===== src/shared/fsdl_params.svh =====
/*
 * Constants of the flash security debug lock: security byte locations,
 * the unsecure key, reset values and the release window length.
 * Assumes it is included by its bare name from design files only.
 */
// Overview of operation
// - Security state comes from nonvolatile configuration bytes, surviving reset and power loss.
// - Exactly two configuration bytes decide security; no other byte matters.
// - At boot the system integration module picks unsecured or secure mode.
// - Secure mode disables every debug feature of the emulation debug port.
// - Instruction fetch and program execution stay the same in both modes.
// - Debug flash read commands are accepted only while unsecured.
// - The debug port rides on the JTAG pins TRST, TCK, TMS, TDI, TDO.
// - Reset release gives a 32 clock window to apply flash security.
`ifndef FSDL_PARAMS_SVH
`define FSDL_PARAMS_SVH

// ----------------------------------------------------------------------
// security bytes in the flash configuration field
// ----------------------------------------------------------------------
`define FSDL_SEC_ADDR_LO   16'h0000
`define FSDL_SEC_ADDR_HI   16'h0001
`define FSDL_UNSEC_KEY_LO  8'h00
`define FSDL_UNSEC_KEY_HI  8'h00

// ----------------------------------------------------------------------
// reset values and timing
// ----------------------------------------------------------------------
`define FSDL_SECURE_RST    1'b1
`define FSDL_WIN_CLOCKS    32
`define FSDL_WIN_LAST      6'h1F
`define FSDL_CNT_W         6

`endif


===== src/shared/fsdl_pkg.sv =====
/*
 * Types of the flash security debug lock.
 * Assumes nothing of its surroundings.
 */
package fsdl_pkg;

  // gray codes along the boot path
  typedef enum logic [2:0] {
    FSDL_ST_RD_LO = 3'h1,
    FSDL_ST_RD_HI = 3'h3,
    FSDL_ST_HOLD  = 3'h2,
    FSDL_ST_DONE  = 3'h6
  } fsdl_state_t;

endpackage


===== src/verilog/fsdl_security_lock.sv =====
/*
 * Flash security debug lock: reads the two security bytes during the
 * peripheral release window after reset, fixes the mode, and gates the
 * on-chip emulation debug port behind the JTAG pins.
 * Assumes a flash configuration read port that answers with an ack and
 * a reset controller that holds rst_i until clocks are stable.
 */
`timescale 1ns/100ps
`default_nettype none
`include "fsdl_params.svh"

module fsdl_security_lock (
  input  wire logic        clk_sys_i,
  input  wire logic        rst_i,
  // flash configuration field read port
  output logic             sec_rd_req_o,
  output logic [15:0]      sec_rd_addr_o,
  input  wire logic [7:0]  sec_rd_data_i,
  input  wire logic        sec_rd_ack_i,
  // mode and release status
  output logic             window_active_o,
  output logic             boot_done_o,
  output logic             secure_o,
  // JTAG pins from the debug host
  input  wire logic        trst_n_i,
  input  wire logic        tck_i,
  input  wire logic        tms_i,
  input  wire logic        tdi_i,
  output logic             tdo_o,
  output logic             tdo_oe_o,
  // JTAG toward the on_chip_emulation_debug_port
  output logic             dbg_trst_n_o,
  output logic             dbg_tck_o,
  output logic             dbg_tms_o,
  output logic             dbg_tdi_o,
  input  wire logic        dbg_tdo_i,
  input  wire logic        dbg_tdo_oe_i,
  // debug flash reads toward the flash_memory_array
  input  wire logic        dbg_flash_rd_req_i,
  output logic             flash_dbg_rd_req_o,
  // core instruction fetch toward the flash_memory_array
  input  wire logic        cpu_fetch_req_i,
  output logic             flash_fetch_req_o
);

  // ----------------------------------------------------------------------
  // decode helpers
  // ----------------------------------------------------------------------
  // fail closed: any value other than the key keeps the part secure
  function automatic logic fsdl_is_unsecured(input logic [7:0] lo, input logic [7:0] hi);
    fsdl_is_unsecured = (lo == `FSDL_UNSEC_KEY_LO) && (hi == `FSDL_UNSEC_KEY_HI);
  endfunction

  fsdl_pkg::fsdl_state_t        state;
  fsdl_pkg::fsdl_state_t        next_state;
  logic [`FSDL_CNT_W-1:0]       win_cnt;
  logic [7:0]                   byte_lo;
  logic [7:0]                   byte_hi;
  logic                         bytes_ok;
  logic                         mode_fixed;

  wire logic win_end   = (win_cnt == `FSDL_WIN_LAST);
  wire logic take_lo   = (state == fsdl_pkg::FSDL_ST_RD_LO) && sec_rd_ack_i;
  wire logic take_hi   = (state == fsdl_pkg::FSDL_ST_RD_HI) && sec_rd_ack_i;
  wire logic decision  = ~(bytes_ok && fsdl_is_unsecured(byte_lo, byte_hi));

  // ----------------------------------------------------------------------
  // boot sequencer
  // ----------------------------------------------------------------------
  // next state: window end overrides any read still in flight
  always_comb begin
    next_state = state;
    case (state)
      fsdl_pkg::FSDL_ST_RD_LO: if (take_lo) next_state = fsdl_pkg::FSDL_ST_RD_HI;
      fsdl_pkg::FSDL_ST_RD_HI: if (take_hi) next_state = fsdl_pkg::FSDL_ST_HOLD;
      fsdl_pkg::FSDL_ST_HOLD:  next_state = fsdl_pkg::FSDL_ST_HOLD;
      fsdl_pkg::FSDL_ST_DONE:  next_state = fsdl_pkg::FSDL_ST_DONE;
      default:                 next_state = fsdl_pkg::FSDL_ST_DONE;
    endcase
    if (state != fsdl_pkg::FSDL_ST_DONE && win_end) begin
      next_state = fsdl_pkg::FSDL_ST_DONE;
    end
  end

  always_ff @(posedge clk_sys_i or posedge rst_i) begin
    if (rst_i) begin
      state   <= fsdl_pkg::FSDL_ST_RD_LO;
      win_cnt <= '0;
    end else begin
      state   <= next_state;
      win_cnt <= mode_fixed ? win_cnt : win_cnt + 6'h01;
    end
  end

  always_ff @(posedge clk_sys_i or posedge rst_i) begin
    if (rst_i) begin
      byte_lo  <= 8'hFF;
      byte_hi  <= 8'hFF;
      bytes_ok <= 1'b0;
    end else begin
      if (take_lo) byte_lo <= sec_rd_data_i;
      if (take_hi) byte_hi <= sec_rd_data_i;
      if (take_hi) bytes_ok <= 1'b1;
    end
  end

  // mode fixed once, secure until proven otherwise
  always_ff @(posedge clk_sys_i or posedge rst_i) begin
    if (rst_i) begin
      secure_o   <= `FSDL_SECURE_RST;
      mode_fixed <= 1'b0;
    end else if (!mode_fixed && win_end) begin
      secure_o   <= decision;
      mode_fixed <= 1'b1;
    end
  end

  // read port addresses the two bytes in order
  assign sec_rd_req_o    = (state == fsdl_pkg::FSDL_ST_RD_LO) ||
                           (state == fsdl_pkg::FSDL_ST_RD_HI);
  assign sec_rd_addr_o   = (state == fsdl_pkg::FSDL_ST_RD_HI) ? `FSDL_SEC_ADDR_HI
                                                              : `FSDL_SEC_ADDR_LO;
  assign window_active_o = ~mode_fixed;
  assign boot_done_o     = mode_fixed;

  // ----------------------------------------------------------------------
  // debug port gating
  // ----------------------------------------------------------------------
  // debug blocked when secure; TAP of the port held in reset
  assign dbg_trst_n_o = secure_o ? 1'b0 : trst_n_i;
  assign dbg_tck_o    = secure_o ? 1'b0 : tck_i;
  assign dbg_tms_o    = secure_o ? 1'b1 : tms_i;
  assign dbg_tdi_o    = secure_o ? 1'b0 : tdi_i;
  assign tdo_o        = secure_o ? 1'b0 : dbg_tdo_i;
  assign tdo_oe_o     = ~secure_o & dbg_tdo_oe_i;

  // debug flash reads only when unsecured
  assign flash_dbg_rd_req_o = dbg_flash_rd_req_i & ~secure_o;

  assign flash_fetch_req_o  = cpu_fetch_req_i;
endmodule

`default_nettype wire


===== config.mk =====
export PLATFORM = sky130hd
export DESIGN_NAME = fsdl_security_lock
export DESIGN_NICKNAME = d
export VERILOG_FILES = /design/src/shared/fsdl_pkg.sv /design/src/verilog/fsdl_security_lock.sv
export VERILOG_INCLUDE_DIRS = /design/src /design/src/shared
export SDC_FILE = /design/constraint.sdc
export NUM_CORES = 1
export LEC_CHECK = 0
export ABC_AREA = 1
export BUFFER_PORTS_ARGS = -buffer_cell sky130_fd_sc_hd__buf_2
export CAP_MARGIN = 0
export CORE_ASPECT_RATIO = 0.9
export CORE_MARGIN = 4
export CORE_UTILIZATION = 45
export CTS_BUF_LIST = sky130_fd_sc_hd__clkbuf_2 sky130_fd_sc_hd__clkbuf_4 sky130_fd_sc_hd__clkbuf_8
export CTS_CLUSTER_DIAMETER = 60
export DETAILED_ROUTE_END_ITERATION = 7
export GPL_TIMING_DRIVEN = 1
export PLACE_DENSITY = 0.8
export SYNTH_ARGS = -nofsm -noshare
export SYNTH_HDL_FRONTEND = slang
export SYNTH_SLANG_ARGS = --single-unit

===== constraint.sdc =====
create_clock -name clk_sys_i -period 2.9 [get_ports clk_sys_i]
set_input_delay 0.29 -clock clk_sys_i [delete_from_list [all_inputs] [get_ports clk_sys_i]]
set_output_delay 0.29 -clock clk_sys_i [all_outputs]
set_load 0.03 [all_outputs]

==> reports/summary.txt, run 1 <==
Placement Setup Slack: 1.64 ns
Slew Limit Fails: 0
Die Wd: 68.2 um
Post-Layout Cell Count: 237
fraction of layout cells with a size suffix above 1: 0.379
minimum clock period: 1.60 ns
RSZ-0062 raised after global routing: false
via count: 1004
initial antenna violation count: 0
# clock sinks: 28
placed inst area: 1570 um^2
cts repair resizes: 0
total grt overflow: 0
worst setup margin: 1.30 ns
crit path cell chain: nand2_1 -> nor2_2 -> buf_2
total core area: 3090 um^2
Seq/Total Area, Yosys: 0.493
leakage power: 0.836 nW
die height: 62.2 um
Hold Slack: 0.173 ns
CTS Buffer Depth: 2
Max Clk Rate: 625 MHz
Initial DRT Pass Iterations: 4
FP Rows: 19
Slew headroom: 0.328
nets@finish: 216
Synth Flop Type: dfstp_2
critical path capture point type: output pin
DRC viols: 0
total die area: 4240 um^2
Final ANT Viol Nets: 0
DP HPWL: 1.74 mm
yosys synthesis warning count: 0
Inst Count DP: 233
Initial Util: 0.474
clock skew: 0.00767 ns
diodes inserted: 0
Critical Path Max Stage Delay: 0.57 ns
post-CTS setup buffer count: 0
Power, Total: 724 uW
Setup CP Type: flop to output pin
ys async rst share: 1.00
GRT Overall Usage: 0.122
fill cell count: 305
Top delay family on crit path: flip-flops
fin area: 1610 um^2
number of enable flip-flop cells after synthesis: 0
H-tree Lvls: 1
status: completed
Post-Syn Area: 1470 um^2
critical path required time: 2.61 ns
worst endpoint data arrival time: 1.31 ns
vias per std cell: 4.24
Least-Margin Pin Slew: 1.01 ns
clock slew seen by the registers of the worst setup and hold paths: 0.15 ns
Hold WC Path Type: input pin to async pin
worst path bufs/invs: 1
CTS root buf: clkbuf_4
Max VDD drop: 0.274 mV
DRT Wirelength: 2.26 mm
pin count of the biggest net entering global routing: 29
IO Port Bufs: 29
global-route wire length before repair: 4.01 mm
count leader, synth: nand2_1
I/O Pins: 47
Tcrit/Tclk final: 0.552
share of the synthesized area in the top cell type: 0.323
endpoints failing setup: 0
vias in the first global route: 927
TritonCTS Buffers: 3
setup TNS: 0 ns
Synth cell types: 24
placer congestion estimate: 0.685
Worst path slowest cell: dfstp_2
CTS Hold Buffers Added: 0
largest area contributor in the netlist: dfstp_2
synth top area cells: dfstp_2 (32%), dfrtp_1 (17%), o21ai_2 (9.6%)
clk_lat worst skew: 0.33 ns
initial DRC count: 33
Layout Utilization: 0.521
Area Overhead vs Synth: 9.81%
TritonCTS clock tree: done
Mapped Cells: 166
#FFs+latches synth: 28
most frequent cells after synthesis: nand2_1 (37), inv_1 (24), nor2_1 (22)
Synth Area per Inst: 8.83 um^2
pwr dens: 450 nW/um^2
Routed wire per std cell: 9.55 um
Final Hold Vio Count: 0
Worst Setup Start Kind: flop
critical path peak fanout: 4
number of max-cap violations: 0
kinds of logic (layout without fill, tap and decap cells):
family | Yosys count | in the layout | share of synthesized area
compound gates | 21 | 21 | 0.121
xor+xnor | 3 | 3 | 0.0179
fa+ha+maj | 1 | 1 | 0.00853
buf+inv | 42 | 57 | 0.159
flops | 28 | 28 | 0.493
other cells | 1 | 15 | 0.00256
simple gates | 70 | 70 | 0.198
worst paths after layout:
| kind | start | endpoint | slack, ns | cells after the start |
|---|---|---|---|---|
| max in group asynchronous | rst_i | state[1]$_DFFE_PP0P_ | 2.13 | 2 |
| setup reg to reg | state[0]$_DFFE_PP1P_ | byte_lo[6]$_DFFE_PP1P_ | 1.64 | 5 |
| hold reg to reg | byte_hi[7]$_DFFE_PP1P_ | byte_hi[7]$_DFFE_PP1P_ | 0.48 | 2 |
| min in group clk_sys_i | sec_rd_data_i[2] | byte_lo[2]$_DFFE_PP1P_ | 0.19 | 3 |
| setup / recovery | state[0]$_DFFE_PP1P_ | sec_rd_addr_o[0] | 1.30 | 3 |
| hold / removal | rst_i | win_cnt[2]$_DFFE_PP0N_ | 0.17 | 2 |
per-layer routing:
metal / wire length (um) / track usage
met4: 41 / 0.0447
met1: 1010 / 0.150
met2: 1060 / 0.193
met5: 0 / 0
met3: 152 / 0.0450
state kept, by name, summed over array words and instances, names as in the netlist:
name         count
win_cnt          6
bytes_ok         1
secure_o         1
byte_hi          8
state            3
byte_lo          8
boot_done_o      1
worst reg2reg max path, stage by stage (launching register included):
cell and delay, ns:
dfstp_2 0.57, nand2_1 0.08, nor2_1 0.12, nand2_2 0.23
nand2_1 0.15, o21ai_2 0.06
area by class of cell:
class | count | area [um^2] | area share
clock buffers | 4 | 36.3 | 0.0225
multi-input cells | 110 | 563 | 0.350
well taps | 42 | 52.6 | 0.0326
inverters | 24 | 90.1 | 0.0559
repair buffers | 29 | 145 | 0.0901
flip-flops and latches | 28 | 723 | 0.449
where the power goes:
| part | leakage (nW) | total, mW | switching, mW | internal [mW] |
|---|---|---|---|---|
| Clock | 0.0210 | 0.189 | 0.112 | 0.0769 |
| Combinational | 0.515 | 0.112 | 0.0819 | 0.0306 |
| Sequential | 0.300 | 0.423 | 0.0102 | 0.412 |
cells in the final DEF (no fill, tap or decap), drive strengths merged, types with 2 or more instances in the layout:
master and instances:
inv 24, nand2 40, dfstp 18, xnor2 2
nor2 23, dfrtp 10, or2 2, clkbuf 4
nand3 3, buf 29, conb 15, o21ai 17
No activity file was read; power rests on OpenSTA's default activity.
==> inputs of run 2 (changes only) <==
--- a/config.mk
+++ b/config.mk
@@ -6,7 +6,7 @@
 export SDC_FILE = /design/constraint.sdc
 export NUM_CORES = 1
 export LEC_CHECK = 0
-export ABC_AREA = 1
+export ABC_AREA = 0
 export BUFFER_PORTS_ARGS = -buffer_cell sky130_fd_sc_hd__buf_2
 export CAP_MARGIN = 0
 export CORE_ASPECT_RATIO = 0.9
@@ -16,7 +16,7 @@
 export CTS_CLUSTER_DIAMETER = 60
 export DETAILED_ROUTE_END_ITERATION = 7
 export GPL_TIMING_DRIVEN = 1
-export PLACE_DENSITY = 0.8
+export PLACE_DENSITY = 0.81
 export SYNTH_ARGS = -nofsm -noshare
 export SYNTH_HDL_FRONTEND = slang
 export SYNTH_SLANG_ARGS = --single-unit
==> constraint.sdc (replaced) <==
create_clock -name clk_sys_i -period 1.55 [get_ports clk_sys_i]
set_input_delay 0.155 -clock clk_sys_i [delete_from_list [all_inputs] [get_ports clk_sys_i]]
set_output_delay 0.155 -clock clk_sys_i [all_outputs]
set_load 0.03 [all_outputs]
==> reports/summary.txt, run 2 <==
Final ANT Viol Nets: 0
Tcrit/Tclk final: 0.946
placer congestion estimate: 0.731
DP HPWL: 1.75 mm
Initial DRT Pass Iterations: 4
Worst Setup EP: sec_rd_addr_o[0]
RSZ-0062 raised after global routing: false
most frequent cells after synthesis: dfstp_2 (18), mux2_2 (17), buf_4 (16)
worst setup margin: 0.0834 ns
H-tree Lvls: 1
Mapped Cells: 103
Critical Path Start: state[0]$_DFFE_PP1P_
Routed wire per std cell: 12.5 um
leakage power: 0.724 nW
pin count of the biggest net entering global routing: 29
total die area: 3900 um^2
TritonCTS clock tree: done
Max Clk Rate: 682 MHz
Die Wd: 65.4 um
CTS Buffer Depth: 2
via count: 814
share of the synthesized area in the top cell type: 0.355
DRT Wirelength: 2.22 mm
worst endpoint data arrival time: 1.31 ns
Synth Area per Inst: 12.9 um^2
commonest non-fill, non-tap cells in the layout: buf_2 (28), dfstp_2 (18), mux2_2 (17), conb_1 (15), dfrtp_1 (10)
worst reg2reg setup slack: 0.11 ns
initial DRC count: 13
DRC viols: 0
clock skew: 0.00447 ns
Power, Total: 1.48 mW
initial antenna violation count: 0
count leader, synth: dfstp_2
number of enable flip-flop cells after synthesis: 0
FF-to-FF path depth: 4
fraction of layout cells with a size suffix above 1: 0.555
yosys synthesis warning count: 0
die height: 59.6 um
Max VDD drop: 0.885 mV
diodes inserted: 0
largest area contributor in the netlist: dfstp_2
critical path required time: 1.39 ns
critical path capture point type: output pin
ys async rst share: 1.00
Synth Flop Type: dfstp_2
total grt overflow: 0
nets@finish: 158
Post-Layout Cell Count: 177
GRT Overall Usage: 0.120
Hold Slack: 0.0160 ns
total core area: 2790 um^2
TritonCTS Buffers: 3
vias in the first global route: 819
synth top area cells: dfstp_2 (35%), dfrtp_1 (19%), mux2_2 (14%)
setup TNS: 0 ns
pwr dens: 947 nW/um^2
Hold WC Path Type: input pin to flop
CTS root buf: clkbuf_4
number of max-cap violations: 0
Placement Setup Slack: 0.0219 ns
commonest non-fill, non-tap cell in the layout: buf_2
Synth cell types: 30
Post-Syn Area: 1330 um^2
status: completed
global-route wire length before repair: 3.63 mm
#FFs+latches synth: 28
endpoints failing setup: 0
I/O Pins: 47
fill cell count: 225
IO Port Bufs: 29
vias per std cell: 4.60
# clock sinks: 28
Area Overhead vs Synth: 17.0%
minimum clock period: 1.47 ns
Setup CP Type: flop to output pin
worst r2r src: state[0]$_DFFE_PP1P_
Final Hold Vio Count: 0
FP Rows: 18
Worst Setup Start Kind: flop
top flop regs: byte_hi (8), byte_lo (8), win_cnt (6)
clk_lat worst skew: 0.32 ns
Seq/Total Area, Yosys: 0.543
R2R Path End: byte_lo[5]$_DFFE_PP1P_
Inst Count DP: 171
clock slew seen by the registers of the worst setup and hold paths: 0.15 ns
critical path peak fanout: 4
Initial Util: 0.477
Slew Limit Fails: 0
==> run 2: worst min path at each step <==
stage / start / cells past startpoint / to / slack (ns)
after detailed placement: rst_i / 3 / win_cnt[1]$_DFFE_PP0N_ / 0.23
after global placement: rst_i / 3 / boot_done_o$_DFFE_PP0P_ / 0.23
final: sec_rd_ack_i / 2 / state[0]$_DFFE_PP1P_ / 0.02
after floorplan: rst_i / 1 / boot_done_o$_DFFE_PP0P_ / 0.21
after CTS: sec_rd_ack_i / 2 / state[0]$_DFFE_PP1P_ / 0.001
after global routing: sec_rd_ack_i / 2 / state[0]$_DFFE_PP1P_ / 0.003
==> run 2: worst max-delay path, stage by stage, from the launching register on <==
cell,delay [ns]
dfstp_2,0.59
nand2b_4,0.08
inv_4,0.06
and2_1,0.13
buf_6,0.13
==> run 2: cell type report <==
| cell class | count | area (um^2) | area share |
|---|---|---|---|
| multi-input cells | 70 | 531 | 0.340 |
| well taps | 40 | 50.0 | 0.0321 |
| flip-flops and latches | 28 | 723 | 0.464 |
| clock inverters | 1 | 30.0 | 0.0193 |
| repair buffers | 32 | 189 | 0.121 |
| inverters | 3 | 13.8 | 0.00883 |
| clock buffers | 3 | 22.5 | 0.0144 |
==> run 2: where the power goes <==
part | leakage [nW] | total (mW) | internal (mW) | switching, mW
logic | 0.392 | 0.160 | 0.0684 | 0.0914
registers | 0.304 | 0.850 | 0.824 | 0.0266
clock network | 0.0279 | 0.466 | 0.261 | 0.205
==> run 2: cells by family (layout without fill, tap and decap cells) <==
group           Yosys count  in the layout  share of synthesized area
buf+inv                  19             39                     0.0986
flops                    28             28                      0.543
fa+ha+maj                 1              1                    0.00939
compound gates            3              3                     0.0141
other cells               1             15                    0.00281
xor+xnor                  5              5                     0.0329
mux                      17             17                      0.144
simple gates             29             29                      0.156
==> run 2: metrics by stage <==
step            util  area, um^2
2_1_floorplan      -        1390
3_3_place_gp   0.526        1470
3_5_place_dp   0.526        1470
4_1_cts        0.549        1530
5_1_grt        0.558        1560
6_report       0.558        1560
==> run 2: per-layer routing <==
layer	part of all wire	vias up	track usage	wire length (um)
met3	0.046	0	0.0171	103
met1	0.39	401	0.143	863
met4	0	0	0.0266	0
met2	0.56	23	0.228	1250
li1	-	390	-	-
met5	0	-	0	0
==> run 2: what timing repair did <==
| action | 4_1_cts | 5_1_grt |
|---|---|---|
| setup buffers | 0 | 1 |
| resized for setup | 1 | 3 |
| hold buffers | 1 | 0 |
| endpoints found under the setup margin | 1 | 9 |
| endpoints found under the hold margin | 10 | 0 |
| pin swaps | 0 | 1 |
